`config.mk`:
```
export PLATFORM = sky130hd
export DESIGN_NAME = brf_banked_regfile
export DESIGN_NICKNAME = d
export VERILOG_FILES = /design/src/hdl/brf_pkg.sv /design/src/hdl/brf_banked_regfile.sv
export SDC_FILE = /design/constraint.sdc
export NUM_CORES = 2
export LEC_CHECK = 0
export BUFFER_PORTS_ARGS = -buffer_cell sky130_fd_sc_hd__buf_2
export CAP_MARGIN = 20
export CORE_UTILIZATION = 56
export CTS_BUF_LIST = sky130_fd_sc_hd__clkbuf_4 sky130_fd_sc_hd__clkbuf_8
export CTS_CLUSTER_DIAMETER = 50
export DETAILED_ROUTE_END_ITERATION = 16
export PLACE_DENSITY = 0.83
export SLEW_MARGIN = 20
export SYNTH_ARGS = -nofsm -noshare
export SYNTH_HDL_FRONTEND = slang
export SYNTH_SLANG_ARGS = --single-unit
```
`constraint.sdc`:
```
create_clock -name core_clk -period 3.1 [get_ports core_clk]
set_input_delay 0.465 -clock core_clk [delete_from_list [all_inputs] [get_ports core_clk]]
set_output_delay 0.465 -clock core_clk [all_outputs]
set_load 0.02 [all_outputs]
```
`src/hdl/brf_pkg.sv`:
```
// brf_pkg: constants, field positions and carrier types for the banked register file
// assumes the core decodes instructions and drives architectural indices and write strobes
package brf_pkg;
   // ****************************************
   // sizes
   // ****************************************
   localparam int unsigned WORD_W    = 32;  // register width
   localparam int unsigned LOW_N     = 8;   // low registers per bank
   localparam int unsigned HIGH_N    = 8;   // unbanked high registers
   localparam int unsigned GEN_N     = 16;  // architectural general registers
   localparam int unsigned FP_N      = 16;  // fp registers per bank
   localparam int unsigned QUAD_N    = 4;   // vectors / matrix columns
   localparam int unsigned PAIR_N    = 8;   // pair views
   localparam int unsigned IDX_W     = 4;   // register index width
   localparam int unsigned LOW_IDX_W = 3;   // low register index width

   // ****************************************
   // field positions and reset values
   // ****************************************
   localparam int unsigned FP_BANK_SWAP_POS = 21;  // position in fp_status_control
   localparam logic        MODE_RESET       = 1'h1; // privileged after reset
   localparam logic        BANK_SEL_RESET   = 1'h1; // low bank one after reset
   localparam logic        BANK_SEL_EXC     = 1'h1; // value forced on exception entry
   localparam logic [3:0]  LOW_LIMIT        = 4'h8; // first high register index

   // ****************************************
   // carrier types
   // ****************************************
   typedef logic [WORD_W-1:0] brf_word_t;

   // one write port request
   typedef struct packed {
      logic             en;    // write strobe
      logic [IDX_W-1:0] idx;   // architectural index
      brf_word_t        data;  // write value
   } brf_wr_t;

   // control load/store access to the bank not mapped as r0..r7
   typedef struct packed {
      logic                 en;    // write strobe
      logic [LOW_IDX_W-1:0] idx;   // hidden low register
      brf_word_t            data;  // write value
   } brf_alt_wr_t;

   // fp write: extended selects the opposite bank
   typedef struct packed {
      logic             en;
      logic             extended;
      logic [IDX_W-1:0] idx;
      brf_word_t        data;
   } brf_fp_wr_t;

   // status bits owned here
   typedef struct packed {
      logic mode;      // privilege_mode_bit
      logic bank_sel;  // privileged_bank_select
   } brf_status_t;
endpackage : brf_pkg

```
`src/hdl/brf_banked_regfile.sv`:
```
// brf_banked_regfile: banked general and floating-point register storage with views
// assumes one write per port per cycle and that decode blocks privileged accesses in user mode
`timescale 1ns/1ps
module brf_banked_regfile (
   input  wire logic                                 core_clk,
   input  wire logic                                 resetn,
   input  wire logic                                 exc_take,
   input  wire logic                                 status_wr_en,
   input  wire brf_pkg::brf_status_t                 status_wr,
   input  wire logic                                 fpsc_wr_en,
   input  wire brf_pkg::brf_word_t                   fpsc_wr,
   input  wire brf_pkg::brf_wr_t                     gen_wr,
   input  wire brf_pkg::brf_alt_wr_t                 alt_wr,
   input  wire brf_pkg::brf_fp_wr_t                  fp_wr,
   input  wire logic [brf_pkg::IDX_W-1:0]            gen_rd_idx,
   input  wire logic [brf_pkg::LOW_IDX_W-1:0]        alt_rd_idx,
   input  wire logic [brf_pkg::IDX_W-1:0]            fp_rd_idx,
   output brf_pkg::brf_status_t                      status_q,
   output logic                                      fp_bank_swap_q,
   output brf_pkg::brf_word_t                        gen_rd_q,
   output brf_pkg::brf_word_t                        alt_rd_q,
   output brf_pkg::brf_word_t                        fp_single_q,
   output brf_pkg::brf_word_t                        fp_extended_q,
   output logic [2*brf_pkg::WORD_W-1:0]              fp_pair_q,
   output logic [2*brf_pkg::WORD_W-1:0]              fp_ext_pair_q,
   output logic [4*brf_pkg::WORD_W-1:0]              fp_quad_q,
   output logic [16*brf_pkg::WORD_W-1:0]             fp_ext_matrix_q
);
   // ****************************************
   // helpers
   // ****************************************
   // true when low bank one serves r0..r7 in the current status
   function automatic logic use_bank_one(input brf_pkg::brf_status_t st);
      use_bank_one = st.mode & st.bank_sel;
   endfunction : use_bank_one

   // true when an architectural index names a banked low register
   function automatic logic is_low(input logic [brf_pkg::IDX_W-1:0] idx);
      is_low = (idx < brf_pkg::LOW_LIMIT);
   endfunction : is_low

   // ****************************************
   // status bits
   // ****************************************
   brf_pkg::brf_status_t status_d;      // next status
   logic                 fp_bank_swap_d;  // next swap bit

   // exception entry beats a software status write in the same cycle
   always_comb begin
      status_d       = status_q;
      fp_bank_swap_d = fp_bank_swap_q;
      if (status_wr_en) begin
         status_d = status_wr;
      end
      if (exc_take) begin
         status_d.mode     = brf_pkg::MODE_RESET;    // handler runs privileged
         status_d.bank_sel = brf_pkg::BANK_SEL_EXC;
      end
      if (fpsc_wr_en) begin
         fp_bank_swap_d = fpsc_wr[brf_pkg::FP_BANK_SWAP_POS];
      end
   end

   // status registers hold a defined value from reset
   always_ff @(posedge core_clk or negedge resetn) begin
      if (!resetn) begin
         status_q.mode     <= brf_pkg::MODE_RESET;
         status_q.bank_sel <= brf_pkg::BANK_SEL_RESET;
         fp_bank_swap_q    <= 1'h0;
      end else begin
         status_q       <= status_d;
         fp_bank_swap_q <= fp_bank_swap_d;
      end
   end

   // ****************************************
   // general register storage
   // ****************************************
   // no reset on storage: contents are undefined after reset, saves area
   brf_pkg::brf_word_t bank0_q [brf_pkg::LOW_N];   // low_bank_zero
   brf_pkg::brf_word_t bank1_q [brf_pkg::LOW_N];   // low_bank_one
   brf_pkg::brf_word_t high_q  [brf_pkg::HIGH_N];  // shared r8..r15
   brf_pkg::brf_word_t bank0_d [brf_pkg::LOW_N];
   brf_pkg::brf_word_t bank1_d [brf_pkg::LOW_N];
   brf_pkg::brf_word_t high_d  [brf_pkg::HIGH_N];
   logic               sel_one;   // current mapping of r0..r7
   logic [brf_pkg::LOW_IDX_W-1:0] gen_low_idx;  // low part of write index

   assign sel_one     = use_bank_one(status_q);
   assign gen_low_idx = gen_wr.idx[brf_pkg::LOW_IDX_W-1:0];

   // next values: mapped port writes the active bank, alternate port the hidden one
   always_comb begin
      bank0_d = bank0_q;
      bank1_d = bank1_q;
      high_d  = high_q;
      // alternate port first, so the normal port wins on a collision
      // user mode must not reach low bank one at all, so the port is gated here too
      if (alt_wr.en && status_q.mode) begin
         if (sel_one) begin
            bank0_d[alt_wr.idx] = alt_wr.data;
         end else begin
            bank1_d[alt_wr.idx] = alt_wr.data;
         end
      end
      if (gen_wr.en) begin
         if (!is_low(gen_wr.idx)) begin
            high_d[gen_low_idx] = gen_wr.data;
         end else if (sel_one) begin
            bank1_d[gen_low_idx] = gen_wr.data;
         end else begin
            bank0_d[gen_low_idx] = gen_wr.data;
         end
      end
   end

   // storage only registers next values
   always_ff @(posedge core_clk) begin
      bank0_q <= bank0_d;
      bank1_q <= bank1_d;
      high_q  <= high_d;
   end

   // ****************************************
   // general read ports
   // ****************************************
   brf_pkg::brf_word_t gen_rd_d;  // sixteen-way mapped read
   brf_pkg::brf_word_t alt_rd_d;  // hidden bank read

   // one read mux picks exactly sixteen of twenty-four registers
   always_comb begin
      if (!is_low(gen_rd_idx)) begin
         gen_rd_d = high_q[gen_rd_idx[brf_pkg::LOW_IDX_W-1:0]];
      end else if (sel_one) begin
         gen_rd_d = bank1_q[gen_rd_idx[brf_pkg::LOW_IDX_W-1:0]];
      end else begin
         gen_rd_d = bank0_q[gen_rd_idx[brf_pkg::LOW_IDX_W-1:0]];
      end
      // the alternate port shows the bank not mapped to r0..r7, forced to zero below in user mode
      alt_rd_d = sel_one ? bank0_q[alt_rd_idx] : bank1_q[alt_rd_idx];
      // user mode hides the second low bank from every port
      if (!status_q.mode) begin
         alt_rd_d = '0;
      end
   end

   // ****************************************
   // floating-point storage
   // ****************************************
   brf_pkg::brf_word_t fpb0_q [brf_pkg::FP_N];  // fp bank 0
   brf_pkg::brf_word_t fpb1_q [brf_pkg::FP_N];  // fp bank 1
   brf_pkg::brf_word_t fpb0_d [brf_pkg::FP_N];
   brf_pkg::brf_word_t fpb1_d [brf_pkg::FP_N];
   logic               fp_to_one;  // target bank of the fp write

   // single view in bank = swap, extended view in the other bank
   always_comb begin
      fpb0_d    = fpb0_q;
      fpb1_d    = fpb1_q;
      fp_to_one = fp_bank_swap_q ^ fp_wr.extended;
      if (fp_wr.en) begin
         if (fp_to_one) begin
            fpb1_d[fp_wr.idx] = fp_wr.data;
         end else begin
            fpb0_d[fp_wr.idx] = fp_wr.data;
         end
      end
   end

   // fp storage, undefined after reset
   always_ff @(posedge core_clk) begin
      fpb0_q <= fpb0_d;
      fpb1_q <= fpb1_d;
   end

   // ****************************************
   // floating-point views
   // ****************************************
   brf_pkg::brf_word_t fr_v [brf_pkg::FP_N];  // single view
   brf_pkg::brf_word_t xf_v [brf_pkg::FP_N];  // extended view
   logic [16*brf_pkg::WORD_W-1:0] mtx_d;      // column-major matrix

   // view wiring per register index
   for (genvar i = 0; i < brf_pkg::FP_N; i++) begin : g_view
      assign fr_v[i] = fp_bank_swap_q ? fpb1_q[i] : fpb0_q[i];
      assign xf_v[i] = fp_bank_swap_q ? fpb0_q[i] : fpb1_q[i];
      // element i = column i/4, row i%4; lowest register in top word
      assign mtx_d[(16-i)*brf_pkg::WORD_W-1 -: brf_pkg::WORD_W] = xf_v[i];
   end

   logic [brf_pkg::IDX_W-1:0] pair_base;  // even index of pair
   logic [brf_pkg::IDX_W-1:0] quad_base;  // index of vector start
   logic [2*brf_pkg::WORD_W-1:0] pair_d;
   logic [2*brf_pkg::WORD_W-1:0] xpair_d;
   logic [4*brf_pkg::WORD_W-1:0] quad_d;

   // odd low bits of the index are ignored: views only start on aligned registers
   always_comb begin
      pair_base = {fp_rd_idx[brf_pkg::IDX_W-1:1], 1'h0};
      quad_base = {fp_rd_idx[brf_pkg::IDX_W-1:2], 2'h0};
      pair_d  = {fr_v[pair_base], fr_v[pair_base | 4'h1]};
      xpair_d = {xf_v[pair_base], xf_v[pair_base | 4'h1]};
      quad_d  = {fr_v[quad_base], fr_v[quad_base | 4'h1],
                 fr_v[quad_base | 4'h2], fr_v[quad_base | 4'h3]};
   end

   // ****************************************
   // registered read outputs
   // ****************************************
   // one cycle of read latency keeps every output on a flip-flop
   always_ff @(posedge core_clk or negedge resetn) begin
      if (!resetn) begin
         gen_rd_q        <= '0;
         alt_rd_q        <= '0;
         fp_single_q     <= '0;
         fp_extended_q   <= '0;
         fp_pair_q       <= '0;
         fp_ext_pair_q   <= '0;
         fp_quad_q       <= '0;
         fp_ext_matrix_q <= '0;
      end else begin
         gen_rd_q        <= gen_rd_d;
         alt_rd_q        <= alt_rd_d;
         fp_single_q     <= fr_v[fp_rd_idx];
         fp_extended_q   <= xf_v[fp_rd_idx];
         fp_pair_q       <= pair_d;
         fp_ext_pair_q   <= xpair_d;
         fp_quad_q       <= quad_d;
         fp_ext_matrix_q <= mtx_d;
      end
   end
endmodule : brf_banked_regfile

```
==> results.toml <==
[run_status]
status = "finished, final reports clean"

[detailed_routing]
drc = 0
avgViaCountPerCell = 6.98
vias = 93100
route.detailed.wl_per_inst_um = 35.3
drt_first_pass_iters = 10
drt-initial-drc-count = 16600
antenna_left = 0
routed_wl_mm = 471

[sta]
max_freq_mhz = 330
fin_crit_ns = 3.03
worstMarginPinSlew_ns = 1.06
finalMaxSlewViolations = 0
setup_viol = 0
rsz0062_at_grt = "false"
timing.final.crit_share_pct = 97.7
final_hold_viol_count = 0
slew_headroom_pct = 29.2
finalClockSkew_ns = 0.159

[synth]
yosys_most_used_dff = "edfxtp_1"
syn-instance-count = 8758
avgSynthCellArea_um2 = 14.4
synthesis.area_mm2 = 0.126
seq_area_frac_synth_pct = 56.5
ys_ff_latch = 2691
ys_async_sr_fraction_pct = 33.4
synth_edf_count = 1280
ys_warn_count = 0
synth_cell_type_count = 63
synth_nets = 8919

[place]
place.gp.congestion = 0.996
portBuffers = 1028
placed_area_mm2 = 0.136
dpl.hpwl_mm = 309
dp_cells = 12400

[critical_path]
crit_chain = "and2_1 -> buf_4 -> or3_2 -> buf_4 -> a21oi_1 -> dlygate4sd3_1"
end_kind = "flip-flop"
arrival_ns = 4.05
cp_slowest_cell = "buf_4"
rr_worst_depth = 6
critPathMaxStageDelay_ns = 0.71
worstPathMaxFanout = 64
cp-start-kind = "flip-flop"
crit_type = "reg2reg"
cpMostUsedCell = "buf_4"
critPathRequiredTime_ns = 4.12

[global_routing]
overflow = 0
track_usage_pct = 40.9
grt_max_degree = 118
antenna_found_initial = 87
grt_pass1_vias = 90900
grt_pass1_wl_mm = 662

[floorplan]
dieArea_mm2 = 0.227
num_rows = 173
boundaryPins = 1060
core_area_mm2 = 0.223
die_h_um = 476
die_x_um = 476
start_util_pct = 56.5

[final_layout]
area_growth_pct = 16.9
final_common_cell = "edfxtp_1"
fin_cells = 13300
finalInstanceArea_mm2 = 0.147
nNetsFinal = 10100
multi_input_area_mm2 = 0.0516
layout-drive-gt1-share_pct = 36.6
seq_area_mm2 = 0.0712
n_fill_cell = 15000
final_cell_mix = "edfxtp_1, buf_2, nand2_1, mux4_2, mux2i_1"

[clocking]
cts_tree = "built"
clkTransAtPathRegs_ns = 0.07
clock-sinks = 2691
cts_resized = 0
cts_buffers = 433
clk_path_buf_depth = 4
htreeDepth = 5
clock_latency_ns = 1.20
root_buffer = "clkbuf_8"

[flow_run]
maxCapViolations = 0

[hold_path]
whs_path_depth = 3
worstHoldPathType = "in2reg"

[power_and_ir_drop]
p_leak_nw = 56.7
power_density_mw_per_mm2 = 627
ir_worst_vdd_mv = 0.584
==> through the flow <==
step           TNS, ns  power, W  hold slack (ns)  setup WS [ns]  util [%]
2_1_floorplan  -272.67    0.0527            0.169         -0.367         -
3_3_place_gp         0    0.0579            0.489          0.487      61.1
3_5_place_dp         0    0.0586            0.500          0.457      61.1
4_1_cts              0    0.0918          0.00146          0.178      66.0
5_1_grt              0    0.0949           0.0620         0.0456      66.0
6_report             0    0.0924            0.109         0.0710      66.1
==> logic make-up (layout without fill, tap and decap cells) <==
kind of cell | Yosys count | count (layout) | share of synthesized area, %
flip-flops | 2691 | 2691 | 56.5
other | 0 | 48 | 0
AND/OR/NAND/NOR | 1667 | 1667 | 5.65
multiplexers | 2387 | 2387 | 28.7
buffers and inverters | 804 | 2366 | 2.98
AO/OA/AOI/OAI | 1207 | 1207 | 6.15
XOR/XNOR | 2 | 2 | 0.0139
==> cell type report <==
class                   instances  area share (%)
clock inverters               173            1.13
clock buffers                 619            5.29
diodes                         48          0.0815
repair buffers               1570            7.62
inverters                       4          0.0187
well taps                    2975            2.53
flip-flops and latches       2691            48.3
multi-input cells            5263            35.0
==> power by group <==
part	total, W	switching, W	internal [W]
Sequential	0.0435	0.00271	0.0408
Clock	0.0335	0.0148	0.0187
Combinational	0.0155	0.00885	0.00662
==> registers in the layout (all words and copies together), names as in the netlist, 64 cells and up <==
signal,flops
bank0_q,256
fp_pair_q,64
high_q,256
fp_ext_matrix_q,512
bank1_q,256
fp_ext_pair_q,64
fp_quad_q,128
fpb0_q,512
fpb1_q,512
==> repair_timing <==
| action | in CTS | in global routing |
|---|---|---|
| endpoints found under the setup margin | 1 | 0 |
| hold buffers | 144 | 0 |
| endpoints found under the hold margin | 2202 | 0 |
| buffers inserted | 1 | 0 |
==> cells in the mapped netlist (26+ instances only) <==
master	count	share of area (%)
o211ai_1	34	0.20
edfxtp_1	1280	31
nor2b_1	137	0.68
a22o_1	28	0.19
a221oi_1	43	0.30
nand3_1	78	0.31
o22ai_1	26	0.13
mux2_2	553	4.9
o21ai_0	274	1.1
a211oi_1	125	0.74
nor2_1	319	0.95
mux4_2	925	17
buf_1	86	0.26
clkbuf_1	315	0.94
mux2i_1	907	7.2
dfrtp_1	897	18
a21oi_1	262	1.0
buf_4	60	0.36
buf_2	321	1.3
nand4_1	70	0.35
a31oi_1	125	0.62
nand2_1	1004	3.0
a22oi_1	239	1.4
dfxtp_1	512	8.1
==> worst max-delay path: cells and delay by family, from the launching register on <==
kind	cells	cell delay (ns)
buffers and inverters	3	1.65
AOI/OAI and AO/OA	1	0.18
DFF	1	0.65
and+or+nand+nor	2	0.39
==> routing by layer <==
layer | share of wire [%] | vias to the layer above | global-route usage (%)
met1 | 33 | 45800 | 50.9
met4 | 8.8 | 48 | 29.5
met2 | 42 | 8885 | 58.3
li1 | - | 36300 | -
met3 | 16 | 2072 | 15.7
met5 | 0.074 | - | 0.189
==> path summary, 6_finish.rpt <==
| path | start | end | slack (ns) |
|---|---|---|---|
| worst max-delay path | status_q[1]$_DFFE_PN1P_ | bank0_q[120]$_DFF_P_ | 0.07 |
| worst min-delay path | fp_rd_idx[3] | fp_pair_q[63]$_DFF_PN0_ | 0.11 |
| worst max register to register | status_q[1]$_DFFE_PN1P_ | bank0_q[120]$_DFF_P_ | 0.07 |
| worst min register to register | fpb1_q[32]$_DFFE_PP_ | fp_ext_matrix_q[32]$_DFF_PN0_ | 0.49 |
| max in group asynchronous | resetn | fp_single_q[27]$_DFF_PN0_ | 1.50 |
| min in group asynchronous | resetn | fp_ext_matrix_q[225]$_DFF_PN0_ | 0.56 |
Power figures use the tool's default switching activity.
